### config.mk
export PLATFORM = sky130hd
export DESIGN_NAME = ucrb_regs
export DESIGN_NICKNAME = d
export VERILOG_FILES = /design/src/verilog/ucrb_fifo.v /design/src/verilog/ucrb_regs.v
export VERILOG_INCLUDE_DIRS = /design/src /design/src/verilog
export SDC_FILE = /design/constraint.sdc
export NUM_CORES = 1
export LEC_CHECK = 0
export ABC_CLOCK_PERIOD_IN_PS = 3600
export BUFFER_PORTS_ARGS = -buffer_cell sky130_fd_sc_hd__buf_4
export CAP_MARGIN = 20
export CORE_MARGIN = 2
export CORE_UTILIZATION = 55
export CTS_CLUSTER_DIAMETER = 60
export CTS_CLUSTER_SIZE = 14
export DETAILED_ROUTE_END_ITERATION = 10
export GPL_TIMING_DRIVEN = 0
export PLACE_DENSITY_LB_ADDON = 0.12
export SYNTH_ARGS = -nofsm -noshare
export SYNTH_HDL_FRONTEND = slang
export SYNTH_SLANG_ARGS = --single-unit
### constraint.sdc
create_clock -name i_ref_clk -period 3.6 [get_ports i_ref_clk]
set_clock_uncertainty 0.1 [all_clocks]
set_input_delay 0.54 -clock i_ref_clk [delete_from_list [all_inputs] [get_ports i_ref_clk]]
set_output_delay 0.54 -clock i_ref_clk [all_outputs]
set_load 0.02 [all_outputs]
### src/verilog/ucrb_defs.vh
`ifndef UCRB_DEFS_VH
`define UCRB_DEFS_VH
// ********************************************************
// base addresses and register offsets
// ********************************************************
`define UCRB_BASE_COM1     10'h3F8
`define UCRB_BASE_COM2     10'h2F8
`define UCRB_BASE_COM3     10'h3E8
`define UCRB_BASE_COM4     10'h2E8
`define UCRB_BASE_MASK     10'h3F8
`define UCRB_OFF_DATA      3'h0
`define UCRB_OFF_IER       3'h1
`define UCRB_OFF_IIR       3'h2
`define UCRB_OFF_LCR       3'h3
`define UCRB_OFF_MCR       3'h4
`define UCRB_OFF_LSR       3'h5
`define UCRB_OFF_MSR       3'h6
// ********************************************************
// fields and reset values
// ********************************************************
`define UCRB_DAS_BIT       7
`define UCRB_IER_MASK      8'h0F
`define UCRB_IE_RX         0
`define UCRB_IE_TX         1
`define UCRB_IE_LS         2
`define UCRB_IE_MDM        3
`define UCRB_LSR_DR        0
`define UCRB_LSR_THRE      5
`define UCRB_LSR_TEMT      6
`define UCRB_LSR_ERR_LO    1
`define UCRB_LSR_ERR_HI    4
`define UCRB_ZERO8         8'h00
`define UCRB_IIR_NONE      8'h01
`define UCRB_IIR_LS        8'h06
`define UCRB_IIR_RX        8'h04
`define UCRB_IIR_TX        8'h02
`define UCRB_IIR_MDM       8'h00
`define UCRB_FIFO_W        8
`define UCRB_FIFO_D        4
`endif

### src/verilog/ucrb_fifo.v
module ucrb_fifo #(
  parameter W = 8,
  parameter D = 4
) (
  input  wire         i_ref_clk,
  input  wire         i_nrst,
  input  wire [W-1:0] i_data,
  input  wire         i_valid,
  output wire         o_ready,
  output wire [W-1:0] o_data,
  output wire         o_valid,
  input  wire         i_ready
);
  // ********************************************************
  // storage, pointers and fill count
  // ********************************************************
  reg [W-1:0] mem [0:D-1];
  reg [1:0]   wr_q;
  reg [1:0]   rd_q;
  reg [2:0]   cnt_q;
  wire        push = i_valid && (cnt_q != D);
  wire        pop  = i_ready && (cnt_q != 3'h0);

  assign o_ready = (cnt_q != D);
  assign o_valid = (cnt_q != 3'h0);
  assign o_data  = mem[rd_q];

  always @(posedge i_ref_clk) begin
    if (push) begin
      mem[wr_q] <= i_data;
    end
    if (!i_nrst) begin
      wr_q  <= 2'h0;
      rd_q  <= 2'h0;
      cnt_q <= 3'h0;
    end else begin
      if (push) begin
        wr_q <= wr_q + 2'h1;
      end
      if (pop) begin
        rd_q <= rd_q + 2'h1;
      end
      if (push && !pop) begin
        cnt_q <= cnt_q + 3'h1;
      end else if (pop && !push) begin
        cnt_q <= cnt_q - 3'h1;
      end
    end
  end
endmodule // ucrb_fifo

### src/verilog/ucrb_regs.v
`include "ucrb_defs.vh"
// Function
// (RULE_01) decode one of four jumper-selected base addresses, registers at fixed offsets
// (RULE_02) line control bit 7 selects which register answers at shared offsets
// (RULE_03) write offset 0 with select clear loads outgoing character
// (RULE_04) read offset 0 with select clear returns latest received character
// (RULE_05) select set: offsets 0 and 1 are read/write divisor bytes
// (RULE_06) divisor is 16 bits, stored only, no timing derived
// (RULE_07) interrupt enable upper four bits always read zero
// (RULE_08) four low enable bits gate four interrupt types, read back
// (RULE_09) enable bit 3 gates modem status interrupt, any status bit 0..3
// (RULE_10) enable bit 2 gates line status interrupt, line status bits 1..4
// (RULE_11) enable bit 1 gates transmit-empty interrupt when device can accept
// (RULE_12) enable bit 0 gates receive-available interrupt when character stored
// (RULE_13) ident 2, line control 3, modem control 4, line status 5, modem 6
// (RULE_14) interrupt request high while any enabled condition active
// (RULE_15) enables and divisor access select reset to zero
module ucrb_regs (
  input  wire       i_ref_clk,
  input  wire       i_nrst,
  input  wire [1:0] i_base_sel,
  input  wire [9:0] i_addr,
  input  wire [7:0] i_wdata,
  input  wire       i_iow,
  input  wire       i_ior,
  output reg  [7:0] o_rdata,
  output reg        o_rdata_en,
  output reg        o_irq,
  output reg  [7:0] o_tx_data,
  output reg        o_tx_valid,
  input  wire       i_tx_ready,
  input  wire [7:0] i_rx_data,
  input  wire       i_rx_valid,
  input  wire [3:0] i_modem_events,
  input  wire [3:0] i_line_errors,
  output reg  [7:0] o_modem_ctrl,
  output reg  [7:0] o_line_ctrl
);
  // ********************************************************
  // pin synchronisers
  // ********************************************************
  // commands keep a third flop so each strobe is taken on its rising edge
  reg [1:0] base_s1_q;
  reg [1:0] base_s2_q;
  reg [9:0] addr_s1_q;
  reg [9:0] addr_s2_q;
  reg [7:0] wd_s1_q;
  reg [7:0] wd_s2_q;
  reg       iow_s1_q;
  reg       iow_s2_q;
  reg       iow_s3_q;
  reg       ior_s1_q;
  reg       ior_s2_q;
  reg       ior_s3_q;
  reg [7:0] rxd_s1_q;
  reg [7:0] rxd_s2_q;
  reg       rxv_s1_q;
  reg       rxv_s2_q;
  reg       txr_s1_q;
  reg       txr_s2_q;
  reg [3:0] mdm_s1_q;
  reg [3:0] mdm_s2_q;
  reg [3:0] le_s1_q;
  reg [3:0] le_s2_q;

  always @(posedge i_ref_clk) begin
    if (!i_nrst) begin
      base_s1_q <= 2'h0;
      base_s2_q <= 2'h0;
      addr_s1_q <= 10'h000;
      addr_s2_q <= 10'h000;
      wd_s1_q   <= 8'h00;
      wd_s2_q   <= 8'h00;
      iow_s1_q  <= 1'b0;
      iow_s2_q  <= 1'b0;
      iow_s3_q  <= 1'b0;
      ior_s1_q  <= 1'b0;
      ior_s2_q  <= 1'b0;
      ior_s3_q  <= 1'b0;
      rxd_s1_q  <= 8'h00;
      rxd_s2_q  <= 8'h00;
      rxv_s1_q  <= 1'b0;
      rxv_s2_q  <= 1'b0;
      txr_s1_q  <= 1'b0;
      txr_s2_q  <= 1'b0;
      mdm_s1_q  <= 4'h0;
      mdm_s2_q  <= 4'h0;
      le_s1_q   <= 4'h0;
      le_s2_q   <= 4'h0;
    end else begin
      base_s1_q <= i_base_sel;
      base_s2_q <= base_s1_q;
      addr_s1_q <= i_addr;
      addr_s2_q <= addr_s1_q;
      wd_s1_q   <= i_wdata;
      wd_s2_q   <= wd_s1_q;
      iow_s1_q  <= i_iow;
      iow_s2_q  <= iow_s1_q;
      iow_s3_q  <= iow_s2_q;
      ior_s1_q  <= i_ior;
      ior_s2_q  <= ior_s1_q;
      ior_s3_q  <= ior_s2_q;
      rxd_s1_q  <= i_rx_data;
      rxd_s2_q  <= rxd_s1_q;
      rxv_s1_q  <= i_rx_valid;
      rxv_s2_q  <= rxv_s1_q;
      txr_s1_q  <= i_tx_ready;
      txr_s2_q  <= txr_s1_q;
      mdm_s1_q  <= i_modem_events;
      mdm_s2_q  <= mdm_s1_q;
      le_s1_q   <= i_line_errors;
      le_s2_q   <= le_s1_q;
    end
  end

  // ********************************************************
  // address decode
  // ********************************************************
  function [9:0] base_of;
    input [1:0] sel;
    begin
      case (sel)
        2'h0:    base_of = `UCRB_BASE_COM1;
        2'h1:    base_of = `UCRB_BASE_COM2;
        2'h2:    base_of = `UCRB_BASE_COM3;
        default: base_of = `UCRB_BASE_COM4;
      endcase
    end
  endfunction

  // strobes taken once, on the rising edge of the synchronised command
  wire       hit   = ((addr_s2_q & `UCRB_BASE_MASK) == base_of(base_s2_q)); // RULE_01
  wire [2:0] off   = addr_s2_q[2:0];
  wire       wr_ev = iow_s2_q && !iow_s3_q && hit;
  wire       rd_ev = ior_s2_q && !ior_s3_q && hit;

  // ********************************************************
  // registers
  // ********************************************************
  reg  [7:0] lcr_q;
  reg  [7:0] mcr_q;
  reg  [7:0] ier_q;
  reg  [7:0] dll_q;
  reg  [7:0] dlh_q;
  reg  [7:0] rbr_q;
  reg  [7:0] lsr_err_q;
  reg        rx_full_q;
  reg        tx_room_q;
  reg        rx_tog_q;
  reg  [7:0] lsr;
  wire       das = lcr_q[`UCRB_DAS_BIT]; // RULE_02
  wire       mdm_act = |mdm_s2_q; // RULE_09
  wire       ls_act = |lsr_err_q[`UCRB_LSR_ERR_HI:`UCRB_LSR_ERR_LO]; // RULE_10

  // both transmit-empty bits follow queue room; there is no shift stage
  always @* begin
    lsr = `UCRB_ZERO8;
    lsr[`UCRB_LSR_DR] = rx_full_q;
    lsr[`UCRB_LSR_ERR_HI:`UCRB_LSR_ERR_LO] = lsr_err_q[`UCRB_LSR_ERR_HI:`UCRB_LSR_ERR_LO];
    lsr[`UCRB_LSR_THRE] = tx_room_q;
    lsr[`UCRB_LSR_TEMT] = tx_room_q;
  end
  wire       fifo_ready;
  reg        push_q;
  reg  [7:0] push_data_q;
  wire [7:0] f_data;
  wire       f_valid;

  // ********************************************************
  // transmit queue and bus-side stage
  // ********************************************************
  // four-deep queue decouples host writes from the bus-side handshake
  ucrb_fifo #(
    .W (`UCRB_FIFO_W),
    .D (`UCRB_FIFO_D)
  ) u_txq (
    .i_ref_clk (i_ref_clk),
    .i_nrst    (i_nrst),
    .i_data    (push_data_q),
    .i_valid   (push_q),
    .o_ready   (fifo_ready),
    .o_data    (f_data),
    .o_valid   (f_valid),
    .i_ready   (!o_tx_valid || txr_s2_q)
  );

  always @(posedge i_ref_clk) begin
    if (!i_nrst) begin
      lcr_q       <= `UCRB_ZERO8; // RULE_15
      ier_q       <= `UCRB_ZERO8; // RULE_15
      mcr_q       <= `UCRB_ZERO8;
      dll_q       <= `UCRB_ZERO8;
      dlh_q       <= `UCRB_ZERO8;
      rbr_q       <= `UCRB_ZERO8;
      lsr_err_q   <= `UCRB_ZERO8;
      rx_full_q   <= 1'b0;
      rx_tog_q    <= 1'b0;
      tx_room_q   <= 1'b1;
      push_q      <= 1'b0;
      push_data_q <= `UCRB_ZERO8;
      o_tx_valid  <= 1'b0;
      o_tx_data   <= `UCRB_ZERO8;
    end else begin
      push_q <= 1'b0;
      // line errors are sticky until line status is read; set wins
      lsr_err_q <= ((rd_ev && off == `UCRB_OFF_LSR) ? `UCRB_ZERO8 : lsr_err_q)
                   | {3'h0, le_s2_q, 1'b0}; // RULE_10
      // received character stored; a new one beats the read clear
      rx_tog_q <= rxv_s2_q;
      if (rxv_s2_q && !rx_tog_q) begin
        rbr_q     <= rxd_s2_q;
        rx_full_q <= 1'b1; // RULE_12
      end else if (rd_ev && off == `UCRB_OFF_DATA && !das) begin
        rx_full_q <= 1'b0;
      end
      tx_room_q <= fifo_ready && !push_q; // RULE_11
      if (wr_ev) begin
        case (off)
          `UCRB_OFF_DATA: begin
            if (das) begin
              dll_q <= wd_s2_q; // RULE_05
            end else begin
              push_q      <= fifo_ready; // RULE_03
              push_data_q <= wd_s2_q;
            end
          end
          `UCRB_OFF_IER: begin
            if (das) begin
              dlh_q <= wd_s2_q; // RULE_05
            end else begin
              ier_q <= wd_s2_q & `UCRB_IER_MASK; // RULE_07
            end
          end
          `UCRB_OFF_LCR: lcr_q <= wd_s2_q;
          `UCRB_OFF_MCR: mcr_q <= wd_s2_q;
          default: ;
        endcase
      end
      // bus-side output stage: hold until the device takes it
      if (!o_tx_valid || txr_s2_q) begin
        o_tx_valid <= f_valid;
        o_tx_data  <= f_data;
      end
    end
  end

  // ********************************************************
  // interrupt identification and read mux
  // ********************************************************
  wire [3:0] act = {mdm_act, ls_act, tx_room_q, rx_full_q};
  wire [3:0] pend = act & ier_q[3:0]; // RULE_08
  reg  [7:0] iir;
  reg  [7:0] rmux;

  always @* begin
    if (pend[`UCRB_IE_LS]) begin
      iir = `UCRB_IIR_LS;
    end else if (pend[`UCRB_IE_RX]) begin
      iir = `UCRB_IIR_RX;
    end else if (pend[`UCRB_IE_TX]) begin
      iir = `UCRB_IIR_TX;
    end else if (pend[`UCRB_IE_MDM]) begin
      iir = `UCRB_IIR_MDM;
    end else begin
      iir = `UCRB_IIR_NONE;
    end
    case (off) // RULE_13
      `UCRB_OFF_DATA: rmux = das ? dll_q : rbr_q; // RULE_04
      `UCRB_OFF_IER:  rmux = das ? dlh_q : ier_q; // RULE_05
      `UCRB_OFF_IIR:  rmux = iir;
      `UCRB_OFF_LCR:  rmux = lcr_q;
      `UCRB_OFF_MCR:  rmux = mcr_q;
      `UCRB_OFF_LSR:  rmux = lsr;
      `UCRB_OFF_MSR:  rmux = {4'h0, mdm_s2_q};
      default:        rmux = `UCRB_ZERO8;
    endcase
  end

  // ********************************************************
  // registered outputs
  // ********************************************************
  // divisor bytes never reach any timing logic; storage only (RULE_06)
  always @(posedge i_ref_clk) begin
    if (!i_nrst) begin
      o_rdata      <= `UCRB_ZERO8;
      o_rdata_en   <= 1'b0;
      o_irq        <= 1'b0;
      o_modem_ctrl <= `UCRB_ZERO8;
      o_line_ctrl  <= `UCRB_ZERO8;
    end else begin
      o_rdata_en   <= ior_s2_q && hit;
      // taken once at the read edge so a clear-on-read cannot alter it
      if (rd_ev) begin
        o_rdata <= rmux;
      end else if (!(ior_s2_q && hit)) begin
        o_rdata <= `UCRB_ZERO8;
      end
      o_irq        <= |pend; // RULE_14
      o_modem_ctrl <= mcr_q;
      o_line_ctrl  <= lcr_q;
    end
  end
endmodule // ucrb_regs

* After elaboration in Yosys (flattened, before gate mapping)
Memory sizes are Yosys's and may differ from the RTL's. A register that Yosys moved wholly into a read port is not among the register bits. Cells that the tools add are included.
Storage, ports and cells: bits in writable memories 32, bits in read-only memories 0, register bits 180, latch bits 0, input bits 42, memories kept 1, output and inout port bits 35
Memory list:
- u_txq.mem | words 4, bits a word 8, rd ports 1, clocked after Yosys merged registers in 1, write ports 1, line ucrb_fifo.v:17 | reg [W-1:0] mem [0:D-1];
Operators by class: div/mod/pow operators 0, equality and inequality tests 11, reduce and logical (&&, ||, !) cells 39, add/sub/neg operators 4, multiply operators 0, $lt $le $gt $ge 0, bitwise operators 6, mux-type cells 17, shifts and indexed selects 0
Operators by type and width (count):
- $pmux 8 s7 | 1
- $mux 8 | 5
- $pmux 9 s3 | 1
- $reduce_or 4->1 | 4
- $logic_and 1x1->1 | 14
- $mux 3 | 4
- $reduce_and 3->1 | 4
- $eq 10x10->1 | 1
- $eq 3x3->1 const B | 3
- $logic_not 1->1 | 9
- $or 8x5->8 | 1
- $eq 3x2->1 const B | 2
- $mux 1 | 5
- $add 2x1->2 const B | 2
- $and 4x4->4 | 1
- $not 1->1 | 4
- $reduce_and 2->1 | 2
- $reduce_bool 2->1 | 2
- $add 3x1->3 const B | 1
- $eq 3x1->1 const B | 1
- $logic_not 3->1 | 1
- $ne 3x3->1 const B | 1
- $reduce_bool 3->1 | 1
- $sub 3x1->3 const B | 1
- other kinds (6) | 6

* Logic depth before layout (Yosys ltp)
Gate-level depths: netlist of run 1.
word-level depth 8, gate-level depth with buffers 10, mapped depth without buffers 9

* Modules after synthesis
Synthesis of run 1 repeated with hierarchy kept, for this count alone.
Second synthesis, totals: cells, all modules 681, area total of the unflattened synthesis 7632.3 um^2
Modules (own cells, without submodules):
- ucrb_regs | instances 1, cells an instance 591, sequential area each 3543.4 um^2, area each 5975.7 um^2
- ucrb_fifo | instances 1, cells an instance 90, sequential area each 1141.1 um^2, area each 1656.6 um^2

* Worst setup path after synthesis of run 1
OpenSTA, ideal clock, no wires.
kind register -> register, from reg o_tx_valid, to reg u_txq.cnt_q[2], slack 1.176 ns, path buffers 1, clock period less this slack 2.424 ns, data required time 3.424 ns, library setup time 0.076 ns, arrival time 2.249 ns, cell stages (with the launch flop) 11, path through dfxtp_1 > nor2b_1 > clkbuf_1 > nor2_1 > inv_1 > ha_1 > inv_1 > fa_1 > xor2_1 > or3_1 > a21boi_0
On the way: word-level cells in the longest chain between the ends 6
Ends and longest elaborated chain:
- start: declaration | line ucrb_regs.v:30 | output reg o_tx_valid,
- start signal: assignment | line ucrb_regs.v:241 | o_tx_valid <= f_valid;
- $logic_not 1->1 (*) | line ucrb_regs.v:184 | .i_ready (!o_tx_valid || txr_s2_q)
- $logic_or 1x1->1 (*) | line ucrb_regs.v:184
- $logic_and 1x1->1 (*) | line ucrb_fifo.v:22 | wire pop = i_ready && (cnt_q != 3'h0);
- $logic_not 1->1 | line ucrb_fifo.v:43 | if (push && !pop) begin
- $logic_and 1x1->1 | line ucrb_fifo.v:43
- $mux 3 or $reduce_bool 2->1 (tied branches)
- end signal: assignment | line ucrb_fifo.v:44 | cnt_q <= cnt_q + 3'h1;
- end signal: assignment | line ucrb_fifo.v:46 | cnt_q <= cnt_q - 3'h1;
- end: declaration | line ucrb_fifo.v:20 | reg [2:0] cnt_q;
Mark *: on every way between the ends. The rest lies on a longest branch, timed or not. A chain may end at the register's enable or synchronous reset.

* Final worst setup path of run 1
Same ends and word-level chain as after synthesis.

==> impl_metrics.env, run 1 <==
export IMPL_dp_hpwl_um=11900
export IMPL_grt_start_max_net_pins=16
export IMPL_async_reset_ff_share_pct=0
export IMPL_cts_max_path_buffers=3
export IMPL_criticalPathCategory="flip-flop to flip-flop"
export IMPL_seq_area_frac_synth_pct=62.0
export IMPL_drtAntennaViolNets=0
export IMPL_h_tree_depth=1
export IMPL_cellPowerDensity_nw_per_um2=553
export IMPL_placementRows=42
export IMPL_clk_pin_slew_ns=0.07
export IMPL_antenna_found_initial=0
export IMPL_crit_start="o_tx_valid"
export IMPL_reg_top3="u_txq.mem: 32 flops, addr_s1_q: 10 flops, addr_s2_q: 10 flops"
export IMPL_ys_types=47
export IMPL_yosys_register_bits=216
export IMPL_routed_via_density=5.24
export IMPL_grt_pass1_wl_um=25400
export IMPL_synth_edff_count=32
export IMPL_remaining_drc_errors=0
export IMPL_vdd_ir_drop_max_v=0.000442
export IMPL_clock_latency_ns=0.48
export IMPL_setup_tns_ns=0
export IMPL_cts_sinks=216
export IMPL_netlist_area_sq_um=7490
export IMPL_vias=4970
export IMPL_setup_worst_path_end="u_txq.cnt_q[2]"
export IMPL_drt_pass1_iter_count=5
export IMPL_max_flop_register="u_txq.mem"
export IMPL_start_util_pct=56.5
export IMPL_cp_arrival_ns=2.94
export IMPL_finish_utilization_pct=66.3
export IMPL_hold_class="input port to flip-flop"
export IMPL_power_leakage_nw=3.52
export IMPL_synth_cells=672
export IMPL_endpoint_kind="flip-flop"
export IMPL_hold_viol=0
export IMPL_finalSetupViolCount=0
export IMPL_rsz0062_at_grt="false"
export IMPL_cts_resized_gates=0
export IMPL_postSynthAreaPerCell_sq_um=11.1
export IMPL_syn_to_final_growth_pct=17.3
export IMPL_grt_usage_pct=22.9
export IMPL_cts_root_buffer="clkbuf_16"
export IMPL_outcome="finished, final reports clean"
export IMPL_worstMarginPinSlew_ns=0.591
export IMPL_cts_tree="built"
export IMPL_wl_per_cell_um=17.0
export IMPL_slew_headroom_pct=60.6
export IMPL_critPathLaunchType="flip-flop"
export IMPL_diodes=0
export IMPL_fmax_ghz=0.380
export IMPL_drt_iter0_markers=363
export IMPL_synthesis_nets=720
export IMPL_fin_nets=817
export IMPL_reg2reg_slack_ns=0.97
export IMPL_gr_total_overflow=0
export IMPL_cts_setup_buffers=0
export IMPL_timing_rr_start="o_tx_valid"
export IMPL_core_area_sq_um=13200
export IMPL_io_pins=77
export IMPL_max_cap_violations=0
export IMPL_min_period_ns=2.63
export IMPL_synthFlopType="dfxtp_1"
export IMPL_worstPathRequired_ns=3.91
export IMPL_drive_gt1_share_pct=16.4
export IMPL_wl_um=16100
export IMPL_ff2ff_path_depth=10
export IMPL_synth_warnings=0
export IMPL_slew_viol_final=0
export IMPL_timing_final_crit_share_pct=73.1
export IMPL_timing_rr_end="u_txq.cnt_q[2]"
export IMPL_cp_max_fo=9
export IMPL_io_buffers=76
export IMPL_cts_made_buffers=19
export IMPL_fp_dieH_um=121
export IMPL_cts_hold_buf=0
export IMPL_routabilityCongestion=0.921
export IMPL_dieArea_sq_um=14600
export IMPL_first_global_vias=4849
export IMPL_largest_reg_flops=32
export IMPL_die_w_um=121
-- where the power goes --
group | total, W | internal, W | switching [W]
Sequential | 0.00260 | 0.00254 | 0.0000564
Clock | 0.00176 | 0.000959 | 0.000802
Combinational | 0.000499 | 0.000227 | 0.000272
Total | 0.00486 | 0.00373 | 0.00113
-- worst min path at each step --
stage	start	endpoint	slack, ns	cells past startpoint
final	i_wdata[1]	wd_s1_q[1]	0.16	2
after global routing	i_wdata[1]	wd_s1_q[1]	0.15	2
after CTS	i_addr[3]	addr_s1_q[3]	0.15	2
after detailed placement	rxd_s1_q[4]	rxd_s2_q[4]	0.32	1
after global placement	wd_s1_q[3]	wd_s2_q[3]	0.31	1
after floorplan	addr_s1_q[0]	addr_s2_q[0]	0.31	1
-- cell families after synthesis --
logic type               Yosys count  synth area share [%]
AND/OR/NAND/NOR                  252                  18.3
flip-flops                       216                  62.0
AO/OA/AOI/OAI                    100                  8.36
buffers and inverters             53                  2.82
multiplexers                      38                  6.53
XOR/XNOR                           7                 0.819
adder cells (fa/ha/maj)            6                  1.10
-- cells in the final DEF, fill, tap and decap left out, drive strengths merged, types with 4 or more instances in the layout --
master	count
xnor2	4
mux2	7
dfxtp	184
nand3b	4
buf	88
o21ai	47
a21oi	10
and3	6
and2	98
a21boi	18
nand3	28
edfxtp	32
ha	5
mux4	8
nor2b	14
a22o	4
nand2	77
nor2	9
clkbuf	50
inv	16
mux2i	23
-- area by class of cell --
class                      count  area [sq um]
buffer                        39           159
clock buffer                  23           490
clock inverter                 2          17.5
fill                        1077          4460
inverter                      14          52.6
multi-input combinational    403          2630
sequential                   216          4640
tap                          176           220
timing repair buffer          76           571
-- Yosys cell counts, drive strengths merged (4+ instances only) --
cell type | count | area (sq um)
ha | 5 | 62.6
inv | 14 | 52.6
nand3 | 28 | 140
and2 | 98 | 613
nand2 | 77 | 289
mux2 | 7 | 78.8
a22o | 4 | 35.0
edfxtp | 32 | 961
a21boi | 18 | 135
and3 | 6 | 37.5
a21oi | 10 | 50.1
mux2i | 23 | 230
nand3b | 4 | 30.0
clkbuf | 27 | 101
mux4 | 8 | 180
xnor2 | 4 | 35.0
nor2b | 14 | 87.6
dfxtp | 184 | 3680
buf | 12 | 57.6
nor2 | 9 | 33.8
o21ai | 47 | 235
-- through the flow --
| stage | hold WS, ns | worst slack (ns) | power [W] | std cells | area (sq um) |
|---|---|---|---|---|---|
| floorplan | 0.312 | 1.18 | 0.00297 | 672 | 7490 |
| global placement | 0.314 | 1.03 | 0.00313 | 924 | 8280 |
| detailed placement | 0.318 | 0.965 | 0.00316 | 924 | 8280 |
| CTS | 0.149 | 0.940 | 0.00490 | 949 | 8790 |
| global route | 0.149 | 0.778 | 0.00507 | 949 | 8790 |
| finish | 0.163 | 0.967 | 0.00486 | 949 | 8790 |
-- metal layers --
layer	wire [um]	track usage [%]	part of all wire [%]
met1	7350	31.9	46
met2	7400	36.6	46
met3	1030	3.68	6.4
met4	356	7.49	2.2
met5	0	0	0
-- worst max-delay path, stage by stage (launching register included) --
cell,delay [ns]
dfxtp_1,0.35
nor2b_1,0.13
clkbuf_1,0.39
nor2_1,0.17
inv_1,0.09
ha_1,0.18
inv_1,0.07
fa_1,0.43
xor2_1,0.18
or3_1,0.30
a21boi_0,0.18
Note: power is estimated with default switching activity, not from simulation.
==> run 2: changes to the inputs <==
ABC_CLOCK_PERIOD_IN_PS = 2550   (was 3600)
clock period = 2.55 ns   (was 3.6 ns; I/O delays follow)
==> impl_metrics.env, run 2 (synthesis gave the netlist of run 1 again) <==
export IMPL_max_flop_register="u_txq.mem"
export IMPL_crit_start="o_tx_valid"
export IMPL_wl_per_cell_um=16.8
export IMPL_io_pins=77
export IMPL_worstPathRequired_ns=2.86
export IMPL_reg2reg_slack_ns=0.15
export IMPL_drtAntennaViolNets=0
export IMPL_critPathLaunchType="flip-flop"
export IMPL_clk_pin_slew_ns=0.07
export IMPL_largest_reg_flops=32
export IMPL_io_buffers=76
export IMPL_cts_sinks=216
export IMPL_fill_cells=1039
export IMPL_cp_num_cells=10
export IMPL_outcome="finished, final reports clean"
export IMPL_wl_um=16400
export IMPL_timing_final_crit_share_pct=94.1
export IMPL_grt_usage_pct=23.1
export IMPL_setup_worst_path_end="u_txq.cnt_q[2]"
export IMPL_critPathBufInv=3
export IMPL_cts_made_buffers=19
export IMPL_cpMaxStageDelayCell="fa_1"
export IMPL_place_area_sq_um=8280
export IMPL_clock_latency_ns=0.48
export IMPL_slew_headroom_pct=61.7
export IMPL_cp_arrival_ns=2.71
export IMPL_start_util_pct=56.5
export IMPL_vdd_ir_drop_max_v=0.000619
export IMPL_rsz0062_at_grt="false"
export IMPL_timing_rr_start="o_tx_valid"
export IMPL_criticalPathCategory="flip-flop to flip-flop"
export IMPL_finish_utilization_pct=68.2
export IMPL_cp_max_fo=9
export IMPL_routed_via_density=5.21
export IMPL_first_global_vias=4959
export IMPL_hold_class="input port to flip-flop"
export IMPL_timing_rr_end="u_txq.cnt_q[2]"
export IMPL_die_w_um=121
export IMPL_power_leakage_nw=3.62
export IMPL_h_tree_depth=1
export IMPL_final_common_cell="dfxtp_1"
export IMPL_grt_pass1_wl_um=25700
export IMPL_crit_top_cell="inv_1"
export IMPL_cp_top_family="adder cells"
export IMPL_core_area_sq_um=13200
export IMPL_placementRows=42
export IMPL_min_period_ns=2.40
export IMPL_cts_setup_buffers=0
export IMPL_hold_viol=0
export IMPL_endpoint_kind="flip-flop"
export IMPL_worstMarginPinSlew_ns=0.575
export IMPL_dp_hpwl_um=11900
export IMPL_fp_dieH_um=121
export IMPL_multi_input_area_sq_um=2640
export IMPL_drt_pass1_iter_count=5
export IMPL_ff2ff_path_depth=10
export IMPL_regArea_sq_um=4650
export IMPL_stdcell_area_sq_um=9030
export IMPL_crit_chain="nor2b_1 > buf_2 > nor2_1 > inv_1 > ha_2 > inv_1 > fa_1 > xor2_1 > or3_1 > a21boi_0"
export IMPL_fin_hold_ws_ns=0.0120
export IMPL_syn_to_final_growth_pct=20.6
export IMPL_drive_gt1_share_pct=16.5
export IMPL_cts_tree="built"
export IMPL_drt_iter0_markers=371
export IMPL_vias=5062
export IMPL_reg_top3="u_txq.mem: 32 flops, addr_s1_q: 10 flops, addr_s2_q: 10 flops"
export IMPL_dieArea_sq_um=14600
export IMPL_fin_nets=840
export IMPL_power_w=0.00690
export IMPL_gr_total_overflow=0
export IMPL_routabilityCongestion=0.921
export IMPL_finalSetupViolCount=0
export IMPL_cts_max_path_buffers=3
export IMPL_fin_ws_ns=0.150
export IMPL_cellPowerDensity_nw_per_um2=764
export IMPL_fmax_ghz=0.417
export IMPL_max_cap_violations=0
export IMPL_dp_slack_ns=-0.0851
export IMPL_grt_start_max_net_pins=16
export IMPL_diodes=0
export IMPL_layout_common_cells="183 x dfxtp_1, 98 x and2_1, 76 x nand2_1, 76 x buf_4, 46 x o21ai_0"
export IMPL_antenna_found_initial=0
export IMPL_remaining_drc_errors=0
export IMPL_critPathMaxStageDelay_ns=0.43
export IMPL_cts_root_buffer="clkbuf_16"
export IMPL_slew_viol_final=0
==> run 2: cell count changes in the layout (fill, tap and decap cells not counted) <==
cell and change:
dlygate4sd3_1 +24, clkbuf_1 -2, buf_2 +1, nand2_1 -1, ha_1 -1, dfxtp_1 -1
ha_2 +1, nand2_2 +1, dfxtp_2 +1
==> run 2: how the worst min path moves through the flow <==
| stage | from | end | slack, ns | cells past startpoint |
|---|---|---|---|---|
| floorplan | addr_s1_q[0] | addr_s2_q[0] | 0.31 | 1 |
| global placement | wd_s1_q[3] | wd_s2_q[3] | 0.31 | 1 |
| detailed placement | rxd_s1_q[4] | rxd_s2_q[4] | 0.32 | 1 |
| CTS | i_addr[0] | addr_s1_q[0] | 0.00001 | 2 |
| global route | i_modem_events[0] | mdm_s1_q[0] | 0.004 | 2 |
| finish | i_addr[0] | addr_s1_q[0] | 0.01 | 2 |
==> run 2: timing repair <==
item                                   in CTS  in global routing
setup endpoints to repair                   1                  1
hold buffers                               21                  3
endpoints found under the hold margin      21                  3
resized for setup                           1                  4
==> run 2: through the flow <==
step | setup TNS, ns | std cells
final | 0 | 972
after global placement | -0.0214 | 924
after global routing | 0 | 972
after floorplan | 0 | 672
after detailed placement | -0.0851 | 924
after CTS | 0 | 970
==> run 2: final cells by class <==
type / count / share of cell area, %
multi-input combinational: 403 / 29.2
timing repair buffer: 100 / 8.98
sequential: 216 / 51.4
inverter: 14 / 0.582
tap: 176 / 2.44
clock buffer: 23 / 5.43
clock inverter: 2 / 0.194
buffer: 38 / 1.73
==> run 2: metal layers <==
metal  share of wire [%]  GRT usage (%)  wire length [um]
met1                  45           31.8              7370
met2                  47           37.6              7650
met5                   0              0                 0
met4                 1.9           7.49               305
met3                 6.4           3.73              1050
==> run 2: where the power goes <==
group	internal [W]	switching [W]
Sequential	0.00359	0.0000813
Combinational	0.000350	0.000393
Clock	0.00135	0.00113
==> run 3: changes to the inputs <==
CORE_ASPECT_RATIO = 1.2   (was not set)
SKIP_LAST_GASP = 1   (was not set)
==> impl_metrics.env, run 3 (synthesis gave the netlist of run 1 again) <==
export IMPL_clock_latency_ns=0.48
export IMPL_wl_um=16000
export IMPL_fin_cells=942
export IMPL_critPathLaunchType="flip-flop"
export IMPL_fin_hold_ws_ns=0.0111
export IMPL_power_w=0.00684
export IMPL_finish_utilization_pct=66.4
export IMPL_gr_total_overflow=0
export IMPL_diodes=0
export IMPL_cts_max_path_buffers=3
export IMPL_h_tree_depth=1
export IMPL_placementRows=46
export IMPL_max_cap_violations=0
export IMPL_cts_setup_buffers=0
export IMPL_drt_iter0_markers=355
export IMPL_cts_root_buffer="clkbuf_16"
export IMPL_cellPowerDensity_nw_per_um2=778
export IMPL_remaining_drc_errors=0
export IMPL_final_common_cell="dfxtp_1"
export IMPL_cts_made_buffers=19
export IMPL_dieArea_sq_um=14600
export IMPL_vias=4968
export IMPL_routed_via_density=5.27
export IMPL_reg_top3="u_txq.mem: 32 flops, addr_s1_q: 10 flops, addr_s2_q: 10 flops"
export IMPL_first_global_vias=4982
export IMPL_die_w_um=111
export IMPL_grt_pass1_wl_um=25600
export IMPL_hold_class="input port to flip-flop"
export IMPL_slew_viol_final=0
export IMPL_max_flop_register="u_txq.mem"
export IMPL_endpoint_kind="flip-flop"
export IMPL_grt_usage_pct=22.2
export IMPL_hold_viol=0
export IMPL_worstMarginPinSlew_ns=0.598
export IMPL_cts_tree="built"
export IMPL_timing_final_crit_share_pct=93.8
export IMPL_syn_to_final_growth_pct=17.5
export IMPL_drtAntennaViolNets=0
export IMPL_dp_hpwl_um=11900
export IMPL_io_pins=77
export IMPL_clk_pin_slew_ns=0.06
export IMPL_dp_cells=916
export IMPL_grt_start_max_net_pins=16
export IMPL_vdd_ir_drop_max_v=0.000613
export IMPL_slew_headroom_pct=60.1
export IMPL_min_period_ns=2.39
export IMPL_fp_dieH_um=132
export IMPL_power_leakage_nw=3.53
export IMPL_io_buffers=76
export IMPL_criticalPathCategory="flip-flop to flip-flop"
export IMPL_start_util_pct=56.6
export IMPL_antenna_found_initial=0
export IMPL_reg2reg_slack_ns=0.16
export IMPL_worstPathRequired_ns=2.84
export IMPL_cp_max_fo=9
export IMPL_fin_nets=818
export IMPL_drt_pass1_iter_count=5
export IMPL_routabilityCongestion=0.890
export IMPL_finalSetupViolCount=0
export IMPL_cts_sinks=216
export IMPL_setup_tns_ns=0
export IMPL_outcome="finished, final reports clean"
export IMPL_core_area_sq_um=13200
export IMPL_layout_common_cells="183 x dfxtp_1, 97 x and2_1, 77 x nand2_1, 77 x buf_4, 46 x o21ai_0"
export IMPL_largest_reg_flops=32
export IMPL_rsz0062_at_grt="false"
export IMPL_drive_gt1_share_pct=16.7
export IMPL_fmax_ghz=0.418
export IMPL_cp_arrival_ns=2.68
export IMPL_wl_per_cell_um=17.0
-- run 3: worst paths after layout --
path | start | cells after the start | end
setup / recovery | o_tx_valid | 10 | u_txq.cnt_q[2]
hold / removal | i_wdata[3] | 2 | wd_s1_q[3]
setup reg to reg | o_tx_valid | 10 | u_txq.cnt_q[2]
hold reg to reg | rxd_s1_q[1] | 1 | rxd_s2_q[1]
-- run 3: critical path, cell delays in order, from the launching register on --
cell and delay, ns:
dfxtp_1 0.34, nor2b_1 0.14, buf_4 0.18, nor2_1 0.09, inv_1 0.07, ha_1 0.18, inv_1 0.08, fa_1 0.44
xor2_1 0.18, or3_1 0.31, a21boi_0 0.20
-- run 3: timing repair --
action / in CTS / in global routing
setup endpoints to repair: 1 / 1
hold buffers: 2 / 0
cloned: 0 / 0
endpoints found under the hold margin: 2 / 0
gates resized for setup: 2 / 4
-- run 3: per-stage QoR --
step | cell area, sq um | setup WS [ns]
6_report | 8790 | 0.158
5_1_grt | 8790 | 0.0149
4_1_cts | 8790 | 0.0414
3_5_place_dp | 8270 | -0.141
3_3_place_gp | 8270 | 0.0541
2_1_floorplan | 7490 | 0.126
-- run 3: layout make-up --
class | instances | area (sq um)
Clock inverter | 1 | 8.76
Buffer | 38 | 159
Multi-Input combinational cell | 403 | 2630
Sequential cell | 216 | 4650
Timing Repair Buffer | 78 | 591
Tap cell | 168 | 210
Fill cell | 1053 | 4440
Inverter | 14 | 52.6
Clock buffer | 24 | 494
-- run 3: power breakdown --
group	internal (W)	leakage [nW]	total [W]	switching (W)
Sequential	0.00359	1.84	0.00367	0.0000796
Combinational	0.000328	1.44	0.000702	0.000375
Clock	0.00135	0.245	0.00247	0.00112
Total	0.00527	3.53	0.00684	0.00157
-- run 3: routing by layer --
| metal | vias to the layer above | GRT usage [%] | part of all wire, % |
|---|---|---|---|
| met5 | - | 0 | 0 |
| li1 | 2468 | - | - |
| met3 | 42 | 3.17 | 4.0 |
| met4 | 0 | 9.44 | 3.8 |
| met1 | 2330 | 24.9 | 39 |
| met2 | 128 | 41.6 | 53 |
